**config.mk**
```make
export PLATFORM = sky130hd
export DESIGN_NAME = dcsp_ctrl
export DESIGN_NICKNAME = d
export VERILOG_FILES = /design/src/hw/dcsp_pkg.sv /design/src/hw/dcsp_ctrl.sv
export VERILOG_INCLUDE_DIRS = /design/src /design/src/hw
export SDC_FILE = /design/constraint.sdc
export NUM_CORES = 1
export LEC_CHECK = 0
export BUFFER_PORTS_ARGS = -buffer_cell sky130_fd_sc_hd__buf_2
export CAP_MARGIN = 20
export CORE_ASPECT_RATIO = 1.75
export CORE_MARGIN = 1
export CORE_UTILIZATION = 60
export CTS_CLUSTER_SIZE = 14
export DETAILED_ROUTE_END_ITERATION = 16
export PLACE_DENSITY = 0.8
export REMOVE_ABC_BUFFERS = 1
export SLEW_MARGIN = 20
export SYNTH_ARGS = -nofsm -noshare
export SYNTH_HDL_FRONTEND = slang
export SYNTH_SLANG_ARGS = --single-unit
```
**constraint.sdc**
```tcl
create_clock -name clk -period 7.7 [get_ports clk]
set_input_delay 0 -clock clk [delete_from_list [all_inputs] [get_ports clk]]
set_output_delay 0 -clock clk [all_outputs]
set_load 0.05 [all_outputs]
```
**src/hw/dcsp_defs.svh**
```systemverilog
// Constants of the dual codec serial port controller
`ifndef DCSP_DEFS_SVH
`define DCSP_DEFS_SVH
`define DCSP_REG_A 3'h0
`define DCSP_REG_B 3'h1
`define DCSP_REG_C 3'h2
`define DCSP_REG_D 3'h3
`define DCSP_REG_F 3'h5
`define DCSP_REG_G 3'h6
`define DCSP_REG_H 3'h7
`define DCSP_REG_RST 8'h00
`define DCSP_STATUS_ADDR 5'h10
`define DCSP_MODE_DATA 0
`define DCSP_MODE_MIXED 1
`define DCSP_SR_LSB 0
`define DCSP_SCD_LSB 2
`define DCSP_MCD_LSB 4
`define DCSP_AGT_PWR 1
`define DCSP_REFOUT 6
`define DCSP_OGS_LSB 4
`define DCSP_MUTE 7
`define DCSP_AGT_EN 5
`define DCSP_AGT_MUTE 7
`define DCSP_CD_BIT 15
`define DCSP_RW_BIT 14
`define DCSP_DEV_LSB 11
`define DCSP_ADR_LSB 8
`define DCSP_OGS_TOP_DB 5'sd6
`define DCSP_AGT_UNITY 6'sd16
`define DCSP_SR_MIN_TICKS 12'd256
`define DCSP_BIT_MIN_CYC 6'd4
`define DCSP_LAST_BIT 5'd31
`endif

```
**src/hw/dcsp_pkg.sv**
```systemverilog
// Types of the dual codec serial port controller
package dcsp_pkg;
    typedef enum logic [1:0] {
        DCSP_CTRL = 2'b00,
        DCSP_DATA = 2'b01,
        DCSP_MIXED = 2'b11
    } dcsp_mode_e;
    typedef enum logic {
        DCSP_IDLE = 1'b0,
        DCSP_SHIFT = 1'b1
    } dcsp_phase_e;
    typedef logic [7:0] dcsp_byte_t;
    typedef struct packed {
        logic [15:0] dac_word;
        logic signed [4:0] out_gain_db;
        logic out_mute;
        logic ref_out_en;
        logic agt_connect;
        logic signed [5:0] agt_gain;
        logic signed [16:0] dgt_sum;
    } dcsp_codec_s;
    typedef struct packed {
        logic [4:0] addr;
        logic [7:0] wdata;
        logic wr;
        logic rd;
    } dcsp_bus_s;
    typedef struct packed {
        dcsp_byte_t [1:0][7:0] regs;
        logic [1:0][15:0] sh;
        logic [1:0] rb_vld;
        logic [1:0][15:0] rb_word;
        dcsp_phase_e phase;
        logic [4:0] bitcnt;
        logic [5:0] bcnt;
        logic [2:0] mcnt;
        logic [11:0] srcnt;
        logic sdi_m;
        logic sdi_s;
        logic sclk;
        logic sdofs;
        logic sdo;
        logic [7:0] rdata;
        dcsp_codec_s [1:0] cout;
    } dcsp_state_s;
endpackage
```
**src/hw/dcsp_ctrl.sv**
```systemverilog
// Serial port and control logic of the dual voice codec
`timescale 1ns/100ps
`include "dcsp_defs.svh"

module dcsp_ctrl
    import dcsp_pkg::*;
(
    // Clock and reset
    input wire logic clk,
    input wire logic sys_rst,
    // Register port
    input wire dcsp_bus_s bus,
    output logic [7:0] rdata,
    // Serial port toward the host
    output logic sclk,
    output logic sdofs,
    output logic sdo,
    input wire logic sdi,
    // Codec data path
    input wire logic [1:0][15:0] enc_sample,
    input wire logic [1:0] enc_bit,
    input wire logic [1:0][15:0] interp_word,
    output dcsp_codec_s [1:0] codec
);

    dcsp_state_s st_reg;
    dcsp_state_s st_next;

    logic [2:0] mdiv;
    logic [3:0] sdiv;
    logic [5:0] prod;
    logic [5:0] bitlen;
    logic [11:0] speriod;
    logic mtick;
    logic bit_end;
    logic sevt;
    logic [15:0] dgt0;

    // Mode from the port mode register
    function automatic dcsp_mode_e mode_of(input dcsp_byte_t a);
        if (!a[`DCSP_MODE_DATA]) begin
            return DCSP_CTRL;
        end else if (a[`DCSP_MODE_MIXED]) begin
            return DCSP_MIXED;
        end
        return DCSP_DATA;
    endfunction

    // Master divider ratio, illegal codes give one
    function automatic logic [2:0] mdiv_of(input logic [2:0] c);
        return (c > 3'h4) ? 3'h1 : 3'(c + 3'h1);
    endfunction

    // Serial divider ratio, code 00 slowest
    function automatic logic [3:0] sdiv_of(input logic [1:0] c);
        return 4'h8 >> c;
    endfunction

    // Output gain in dB, 3 dB per code step
    function automatic logic signed [4:0] ogs_of(input logic [2:0] c);
        return `DCSP_OGS_TOP_DB - $signed({2'b00, c})
            - $signed({1'b0, c, 1'b0});
    endfunction

    // Analog tap gain in sixteenths
    function automatic logic signed [5:0] agt_of(input logic [4:0] c);
        if (c[4]) begin
            return 6'sd0 - $signed({2'b00, c[3:0]}) - 6'sd1;
        end
        return `DCSP_AGT_UNITY - $signed({2'b00, c[3:0]});
    endfunction

    // Encoder word placed into the shift register
    function automatic logic [15:0] enc_of(input dcsp_mode_e m,
                                           input logic [15:0] s);
        unique case (m)
            DCSP_DATA: return s;
            DCSP_MIXED: return {1'b0, s[15:1]};
            default: return 16'h0000;
        endcase
    endfunction

    // Clock dividers driven by codec one settings
    assign mdiv = mdiv_of(
        st_reg.regs[0][`DCSP_REG_B][`DCSP_MCD_LSB +: 3]);
    assign sdiv = sdiv_of(
        st_reg.regs[0][`DCSP_REG_B][`DCSP_SCD_LSB +: 2]);
    assign prod = 6'(mdiv * sdiv);
    assign bitlen = (prod < `DCSP_BIT_MIN_CYC) ? `DCSP_BIT_MIN_CYC : prod;
    assign speriod = `DCSP_SR_MIN_TICKS
        << (2'd3 - st_reg.regs[0][`DCSP_REG_B][`DCSP_SR_LSB +: 2]);

    // Internal master clock tick, bit end, sample event
    assign mtick = st_reg.mcnt >= (mdiv - 3'h1);
    assign bit_end = (st_reg.phase == DCSP_SHIFT)
        && (st_reg.bcnt >= (bitlen - 6'h1));
    assign sevt = mtick && (st_reg.srcnt >= (speriod - 12'h1));
    assign dgt0 = {st_reg.regs[0][`DCSP_REG_G], st_reg.regs[0][`DCSP_REG_H]};

    // Next state of the whole block
    always_comb begin
        logic [15:0] w;
        dcsp_mode_e m;
        logic signed [15:0] digital_feedback_tap;
        dcsp_byte_t rc;
        dcsp_byte_t rd;
        dcsp_byte_t rf;
        w = 16'h0000;
        m = DCSP_CTRL;
        digital_feedback_tap = 16'sh0000;
        rc = 8'h00;
        rd = 8'h00;
        rf = 8'h00;
        st_next = st_reg;
        st_next.sdi_m = sdi;
        st_next.sdi_s = st_reg.sdi_m;
        st_next.sdofs = 1'b0;
        st_next.rdata = 8'h00;

        // Internal clock and sample rate counters
        st_next.mcnt = mtick ? 3'h0 : st_reg.mcnt + 3'h1;
        if (mtick) begin
            st_next.srcnt = sevt ? 12'h000 : st_reg.srcnt + 12'h001;
        end

        // Bit timing and shifting of the cascade
        if (st_reg.phase == DCSP_SHIFT) begin
            st_next.bcnt = bit_end ? 6'h00 : st_reg.bcnt + 6'h01;
            st_next.sclk = st_next.bcnt < {1'b0, bitlen[5:1]};
            if (bit_end) begin
                st_next.sh[0] = {st_reg.sh[0][14:0], st_reg.sdi_s};
                st_next.sh[1] = {st_reg.sh[1][14:0], st_reg.sh[0][15]};
                st_next.bitcnt = st_reg.bitcnt + 5'h01;
                st_next.sdo = st_next.sh[1][15];
                st_next.sdofs = st_next.bitcnt[3:0] == 4'h0;
                if (st_reg.bitcnt == `DCSP_LAST_BIT) begin
                    st_next.phase = DCSP_IDLE;
                    st_next.sclk = 1'b0;
                    st_next.sdofs = 1'b0;
                    // Act on the word each codec now holds
                    for (int c = 0; c < 2; c++) begin
                        w = st_next.sh[c];
                        m = mode_of(st_reg.regs[c][`DCSP_REG_A]);
                        if (w[`DCSP_CD_BIT] && m != DCSP_DATA) begin
                            if (w[`DCSP_DEV_LSB +: 3] == 3'h0) begin
                                if (!w[`DCSP_RW_BIT]) begin
                                    st_next.regs[c][w[`DCSP_ADR_LSB +: 3]] =
                                        w[7:0];
                                end else begin
                                    st_next.rb_vld[c] = 1'b1;
                                    st_next.rb_word[c] = {w[15:8],
                                        st_reg.regs[c][w[`DCSP_ADR_LSB +: 3]]};
                                end
                            end
                        end else if (m == DCSP_DATA) begin
                            st_next.cout[c].dac_word = w;
                        end else if (m == DCSP_MIXED) begin
                            st_next.cout[c].dac_word = {w[14:0], 1'b0};
                        end
                    end
                end
            end
        end

        // Sample event opens a new exchange, overwriting the register
        if (sevt) begin
            st_next.phase = DCSP_SHIFT;
            st_next.bitcnt = 5'h00;
            st_next.bcnt = 6'h00;
            st_next.sclk = 1'b1;
            st_next.sdofs = 1'b1;
            for (int c = 0; c < 2; c++) begin
                m = mode_of(st_reg.regs[c][`DCSP_REG_A]);
                st_next.sh[c] = st_next.rb_vld[c] ? st_next.rb_word[c]
                    : enc_of(m, enc_sample[c]);
                st_next.rb_vld[c] = 1'b0;
            end
            st_next.sdo = st_next.sh[1][15];
        end

        // Register port, a local write wins over a serial one
        if (bus.wr && !bus.addr[4]) begin
            st_next.regs[bus.addr[3]][bus.addr[2:0]] = bus.wdata;
        end
        if (bus.rd) begin
            if (!bus.addr[4]) begin
                st_next.rdata = st_reg.regs[bus.addr[3]][bus.addr[2:0]];
            end else if (bus.addr == `DCSP_STATUS_ADDR) begin
                st_next.rdata = {5'h00, st_reg.rb_vld, st_reg.phase};
            end
        end

        // Analog and tap controls of each codec
        for (int c = 0; c < 2; c++) begin
            rc = st_reg.regs[c][`DCSP_REG_C];
            rd = st_reg.regs[c][`DCSP_REG_D];
            rf = st_reg.regs[c][`DCSP_REG_F];
            st_next.cout[c].out_gain_db =
                ogs_of(rd[`DCSP_OGS_LSB +: 3]);
            st_next.cout[c].out_mute = rd[`DCSP_MUTE];
            st_next.cout[c].ref_out_en = rc[`DCSP_REFOUT];
            st_next.cout[c].agt_connect =
                rc[`DCSP_AGT_PWR] && rf[`DCSP_AGT_EN];
            st_next.cout[c].agt_gain =
                (rc[`DCSP_AGT_PWR] && !rf[`DCSP_AGT_MUTE])
                ? agt_of(rf[4:0]) : 6'sd0;
            digital_feedback_tap = $signed({st_reg.regs[c][`DCSP_REG_G],
                st_reg.regs[c][`DCSP_REG_H]});
            st_next.cout[c].dgt_sum = enc_bit[c]
                ? $signed(interp_word[c]) + digital_feedback_tap
                : $signed(interp_word[c]) - digital_feedback_tap;
        end
    end

    // State register
    always_ff @(posedge clk) begin
        if (sys_rst) begin
            st_reg <= '0;
            st_reg.regs <= {16{`DCSP_REG_RST}};
        end else begin
            st_reg <= st_next;
        end
    end

    // Outputs straight from the state register
    assign rdata = st_reg.rdata;
    assign sclk = st_reg.sclk;
    assign sdofs = st_reg.sdofs;
    assign sdo = st_reg.sdo;
    assign codec = st_reg.cout;

    // Word frames only mark word starts of an exchange
    frame_start_a: assert property (@(posedge clk) disable iff (sys_rst)
        st_reg.sdofs |-> st_reg.phase == DCSP_SHIFT
            && st_reg.bitcnt[3:0] == 4'h0)
        else $error("word frame outside a word start");

    // Sample event loads the data-mode encoder word
    load_word_a: assert property (@(posedge clk) disable iff (sys_rst)
        sevt && !st_reg.rb_vld[1]
            && mode_of(st_reg.regs[1][`DCSP_REG_A]) == DCSP_DATA
        |=> st_reg.sh[1] == $past(enc_sample[1])
            && st_reg.sdo == $past(enc_sample[1][15]))
        else $error("encoder word not loaded at sample event");

    // Output bit follows the MSB-first chain
    msb_first_a: assert property (@(posedge clk) disable iff (sys_rst)
        bit_end && !sevt && st_reg.bitcnt != `DCSP_LAST_BIT
        |=> st_reg.sdo == $past(st_reg.sh[1][14]))
        else $error("serial output not MSB first");

    // Mixed mode keeps the flag bit clear on samples
    mixed_flag_a: assert property (@(posedge clk) disable iff (sys_rst)
        sevt && !st_next.rb_vld[0]
            && mode_of(st_reg.regs[0][`DCSP_REG_A]) == DCSP_MIXED
        |=> !st_reg.sh[0][15])
        else $error("mixed sample carries flag bit");

    // Lowest gain code reaches -15 dB
    out_gain_a: assert property (@(posedge clk) disable iff (sys_rst)
        st_reg.regs[0][`DCSP_REG_D][`DCSP_OGS_LSB +: 3] == 3'h7
        ##1 $stable(st_reg.regs[0][`DCSP_REG_D])
        |=> codec[0].out_gain_db == -5'sd15)
        else $error("output gain code 7 not -15 dB");

    // Mute bit reaches the output
    out_mute_a: assert property (@(posedge clk) disable iff (sys_rst)
        $past(st_reg.regs[0][`DCSP_REG_D][`DCSP_MUTE]) |-> codec[0].out_mute)
        else $error("mute not applied");

    // Reference output follows its enable
    ref_out_a: assert property (@(posedge clk) disable iff (sys_rst)
        codec[1].ref_out_en
        |-> $past(st_reg.regs[1][`DCSP_REG_C][`DCSP_REFOUT]))
        else $error("reference output without enable");

    // Unpowered analog tap stays off
    agt_off_a: assert property (@(posedge clk) disable iff (sys_rst)
        !$past(st_reg.regs[0][`DCSP_REG_C][`DCSP_AGT_PWR])
        |-> !codec[0].agt_connect && codec[0].agt_gain == 6'sd0)
        else $error("analog tap active without power");

    // Tap mute forces zero gain
    agt_mute_a: assert property (@(posedge clk) disable iff (sys_rst)
        $past(st_reg.regs[0][`DCSP_REG_F][`DCSP_AGT_MUTE])
        |-> codec[0].agt_gain == 6'sd0)
        else $error("muted tap has nonzero gain");

    // Digital tap added on a one bit
    dgt_sum_a: assert property (@(posedge clk) disable iff (sys_rst)
        $past(enc_bit[0]) |-> codec[0].dgt_sum
            == $signed($past(interp_word[0])) + $signed($past(dgt0)))
        else $error("digital tap not added");

endmodule // dcsp_ctrl

```
== Word level (Yosys, flattened, before mapping) ==
Index checks and enable logic that the tools add are counted.
Word-level totals
  output and inout port bits: 105
  flip-flop bits (word level): 327
  word-level logic and storage cells: 233
  input port bits: 84
Cells by class
  bitwise gates (word level): 5
  shifts and indexed selects: 2
  multipliers: 1
  reductions and logical operators: 32
  equality and inequality tests: 12
  add/sub/neg operators: 23
  muxes and demuxes: 98
  $lt $le $gt $ge: 14
Operators with widths (number)
  64-bit two-way mux: 9
  128-bit two-way mux: 2
  206-bit two-way mux: 1
  200-bit two-way mux: 1
  16-bit two-way mux: 12
  128-bit bitwise mux: 1
  64-bit bitwise mux: 2
  8-bit binary-select mux with 3-bit select: 3
  8-bit demux with 3-bit select: 3
  64-bit demux with 1-bit select: 1
  16-bit case mux with 2 select lines: 2
  8-bit two-way mux: 7
  6-bit two-way mux: 6
  35-bit two-way mux: 1
  16-bit by 16-bit adder with 17-bit output: 2
  17-bit two-way mux: 2
  2-bit two-way mux: 17
  16-bit by 16-bit subtractor with 17-bit output: 2
  33-bit two-way mux: 1
  12-bit two-way mux: 2
  1-bit two-way mux: 20
  3-bit two-way mux: 5
  1-bit logical AND: 13
  12-bit by 1-bit adder with 12-bit output (second input constant): 1
  37 further kinds: 71

== Depth between registers and ports, before layout ==
  word-level depth: 22
  gate-level depth with buffers: 33
  depth with buffers taken out: 31

== Worst setup path after synthesis ==
Ideal clock, no wire load.
  path kind: reg2reg
  start: register st_reg[212] in the netlist's numbering
  end: register st_reg (netlist bit sclk)
  required time: 7.622 ns
  setup slack: 1.834 ns
  period minus slack after synthesis: 5.866 ns
  buffers on the path: 2
  library setup time: 0.078 ns
  cell stages (with the launch flop): 32
  data arrival time: 5.788 ns
  cells stage by stage: dfxtp_1 > inv_1 > ha_1 > nand2b_1 > nand2_1 > inv_1 > or3_1 > fa_1 > inv_1 > ha_1 > nand3_1 > nand2_1 > xnor3_1 > nand3b_1 > nand2_1 > ha_1 > xor2_1 > ha_1 > a21o_1 > a31oi_1 > o21a_1 > clkbuf_1 > nor2_1 > clkbuf_1 > nor2_1 > ha_1 > a21o_1 > a21oi_1 > nand3_1 > a211oi_1 > a311oi_1 > nor3_1
Between the ends
  cells in the longest elaborated chain, start to end: 14
  elaborated cells on any way between the ends: 19
  those cells by class: add/sub: 3; mul: 1; order compare: 5; mux: 7; reduce/logical: 3
Ends and longest elaborated chain
  start, declared: line dcsp_ctrl.sv:26  | dcsp_state_s st_reg;
  start signal, assigned: line dcsp_ctrl.sv:221  | st_reg <= st_next;
  3-bit by 1-bit adder with 3-bit output / 3-bit greater-than comparator (equally long branches): line dcsp_ctrl.sv:51  | return (c > 3'h4) ? 3'h1 : 3'(c + 3'h1);
  3-bit two-way mux (*): line dcsp_ctrl.sv:51
  3-bit by 4-bit multiplier with 6-bit output: line dcsp_ctrl.sv:88  | assign prod = 6'(mdiv * sdiv);
  6-bit by 3-bit < comparator with 1-bit output (no line)
  6-bit two-way mux: line dcsp_ctrl.sv:89  | assign bitlen = (prod < `DCSP_BIT_MIN_CYC) ? `DCSP_BIT_MIN_CYC : prod;
  6-bit by 1-bit subtractor with 6-bit output: line dcsp_ctrl.sv:96  | && (st_reg.bcnt >= (bitlen - 6'h1));
  6-bit >= comparator: line dcsp_ctrl.sv:96
  1-bit logical AND: line dcsp_ctrl.sv:96
  6-bit two-way mux: line dcsp_ctrl.sv:128  | st_next.bcnt = bit_end ? 6'h00 : st_reg.bcnt + 6'h01;
  6-bit by 5-bit < comparator with 1-bit output: line dcsp_ctrl.sv:129  | st_next.sclk = st_next.bcnt < {1'b0, bitlen[5:1]};
  2-bit two-way mux: line dcsp_ctrl.sv:136  | if (st_reg.bitcnt == `DCSP_LAST_BIT) begin
  3-bit two-way mux: line dcsp_ctrl.sv:130  | if (bit_end) begin
  3-bit two-way mux: line dcsp_ctrl.sv:127  | if (st_reg.phase == DCSP_SHIFT) begin
  3-bit two-way mux: line dcsp_ctrl.sv:166  | if (sevt) begin
Every way passes the cells marked *; elsewhere a longest branch is shown, timed or not. The select of a mux whose other input is x is not followed.
A chain may end at the register's enable or synchronous reset.

== Final worst setup path ==
  start: register st_reg[213] in the netlist's numbering
  end: register st_reg (netlist bit sclk)
Same word-level chain as after synthesis.

==> impl_metrics.tcl <==
set metrics [dict create \
    detail-route-antenna-nets 0 \
    synth_compound_area_share_pct 15.92 \
    ys_top_cells_by_area "dfxtp_1 (32%), mux2i_1 (11%), mux4_2 (6.2%)" \
    route.detailed.drc 0 \
    syn_area_um2 20240 \
    slew_headroom_pct 29.36 \
    synth_seq_cells 327 \
    grt_max_degree 104 \
    setup_viol 0 \
    ios 189 \
    max_stage_delay_ns 0.54 \
    p_seq_share_pct 45.8 \
    vias_per_cell 6.546 \
    synth_top_family_by_area "simple AND/OR/NAND/NOR gates" \
    fp.coreArea_um2 33030 \
    clk_latency_ns 0.60 \
    synth_top_cell_by_area "dfxtp_1" \
    n_fill_cell 2654 \
    fin_skew_ns 0.03021 \
    p_comb_share_pct 11.8 \
    dp_hpwl_um 42400 \
    worst_setup_path_end_kind "register" \
    layout_common_cells "dfxtp_1 (327), nor2_1 (296), mux2i_1 (219)" \
    antenna_found_initial 1 \
    synth.mux.area_fraction_pct 17.40 \
    power_density_nw_per_um2 170.7 \
    crit_fanout 14 \
    drt_iter0_markers 1559 \
    fin_crit_sh_pct 82.56 \
    max_cap_viol_count 0 \
    yosysWarnings 0 \
    die_y_um 244.9 \
    wirelength_um 60880 \
    final_area_um2 22370 \
    dieArea_um2 34490 \
    area_delta_synth_final_pct 10.57 \
    p_switching_w 0.001007 \
    grt_pass1_wl_um 96130 \
    htree_levels 1 \
    cts_resized 0 \
    post_dp_cell_area_um2 20390 \
    holdWs_ns 0.006648 \
    grt_use_total_pct 35.16 \
    maxSlewViolCount 0 \
    swShare_pct 26.36 \
    dr_total_vias 18340 \
    numCtsBuffers 31 \
    hold_viol 0 \
    ir_drop_mv 0.1885 \
    final_common_cell "dfxtp_1" \
    synth-adder-area-share_pct 4.947 \
    drive_gt1_share_pct 14.81 \
    clkPwrFrac_pct 42.4 \
    hold_class "in2reg" \
    finalWeightedCongestion 1.016 \
    p_int_w 0.002812 \
    fin_crit_ns 6.357 \
    fmax_mhz 157.3 \
    nets 2535 \
    leakagePower_nw 9.526 \
    overflow 0 \
    async_reset_ff_share_pct 0 \
    wire_per_inst_um 21.73 \
    first_global_vias 18110 \
    ys.flop_type "dfxtp_1" \
    cts-root-buf "clkbuf_16" \
    worstPathRequired_ns 8.22 \
    cp_common_cell "ha_1" \
    path_class "reg2reg" \
    synth_cell_types 73 \
    synth_area_per_cell_um2 8.707 \
    fp.dieW_um 140.8 \
    total_power_w 0.003819 \
    drtPass1Iterations 8 \
    worstPathArrival_ns 6.88 \
    yosys.area_share.xor_xnor_pct 3.574 \
    cp-start-kind "register" \
    floorplan.initialDensity_pct 61.26 \
    cts_tree "done" \
    cpMaxStageDelayCell "fa_1" \
    largest_register_ffs 201 \
    rsz0062_at_grt "no" \
    ys_seq_area_share_pct 32.35 \
    synthCells 2324 \
    cts_buffer_depth 3 \
    synth_top_area_share_pct 32.35 \
    n_antenna_cell 0 \
    port-buffer-count 188 \
    path_clk_slew_ns 0.07 \
    outcome "finished clean" \
    worst_slew_pin_slew_ns 1.057 \
    rows 88 \
    synth_edf_count 0 \
    synth_simple_gate_area_share_pct 17.60 \
    clock-sinks 327 \
]
[cell families (layout without fill, tap and decap cells)]
family,count (synthesis),count (layout)
AND/OR/NAND/NOR,753,753
AO/OA/AOI/OAI,478,478
flip-flops,327,327
buffers and inverters,327,400
multiplexers,281,281
XOR/XNOR,81,81
adder cells (fa/ha/maj),77,77
[synthesized netlist by cell type, types with 11 or more instances]
master / n
a211oi_1: 164
a21o_1: 31
a21oi_1: 97
a311oi_1: 18
and3_1: 25
buf_1: 20
buf_2: 11
buf_4: 103
clkbuf_1: 151
dfxtp_1: 327
ha_1: 72
inv_1: 37
mux2i_1: 219
mux4_2: 56
nand2_1: 176
nand2b_1: 16
nand3_1: 48
nand4_1: 25
nor2_1: 297
nor2b_1: 30
nor3_1: 57
nor4_1: 13
o211ai_1: 12
o21ai_0: 76
xnor2_1: 33
xor2_1: 47
[worst max-delay path, delay by kind of cell, from the launching register on]
kind            cells  cell delay (ns)
fa+ha+maj           6             1.77
simple gates       13             1.71
compound gates      8             1.49
flops               1             0.47
xor+xnor            1             0.43
buf+inv             4             0.40
[repair_timing]
action	in CTS	in global routing
buffers inserted	0	0
endpoints found under the hold margin	190	0
hold buffers	93	0
[per-stage QoR]
stage	setup TNS (ns)	instances	utilization (%)	setup WS (ns)
2_1_floorplan	-204.95	2035	-	-2.102
3_3_place_gp	0	2653	61.73	1.693
6_report	0	2802	67.73	1.343
3_5_place_dp	0	2653	61.73	1.489
4_1_cts	0	2802	67.72	1.397
5_1_grt	0	2802	67.73	0.8658
[per-layer routing]
metal | GRT usage [%] | wire, µm | vias to the layer above
met5 | 0 | 18 | -
li1 | - | - | 8392
met4 | 25.10 | 4570 | 2
met1 | 39.54 | 22290 | 8703
met2 | 61.08 | 29530 | 954
met3 | 4.565 | 4471 | 292
[power groups by stage]
stage               combinational [W]  sequential, W  clock (W)
floorplan                    0.000178        0.00186          0
global placement             0.000390        0.00178          0
detailed placement           0.000398        0.00179          0
CTS                          0.000440        0.00175    0.00163
global route                 0.000481        0.00175    0.00170
finish                       0.000449        0.00175    0.00162
[layout make-up]
cell class	count	area [µm²]	share of cell area, %
Multi-Input combinational cell	1670	12060	53.91
Clock inverter	14	181.4	0.8109
Tap cell	405	506.7	2.265
Clock buffer	42	867.1	3.875
Sequential cell	327	6546	29.26
Inverter	38	142.6	0.6375
Timing Repair Buffer	306	2068	9.244
[worst paths after layout]
check | end | from | slack (ns) | depth (start not counted)
max | sclk | st_reg[213] | 1.34 | 32
min | st_reg[198] | enc_sample[30] | 0.007 | 5
max reg2reg | sclk | st_reg[213] | 1.34 | 32
min reg2reg | st_reg[153] | st_reg[153] | 0.45 | 2
Note: power is estimated with default switching activity, not from simulation.
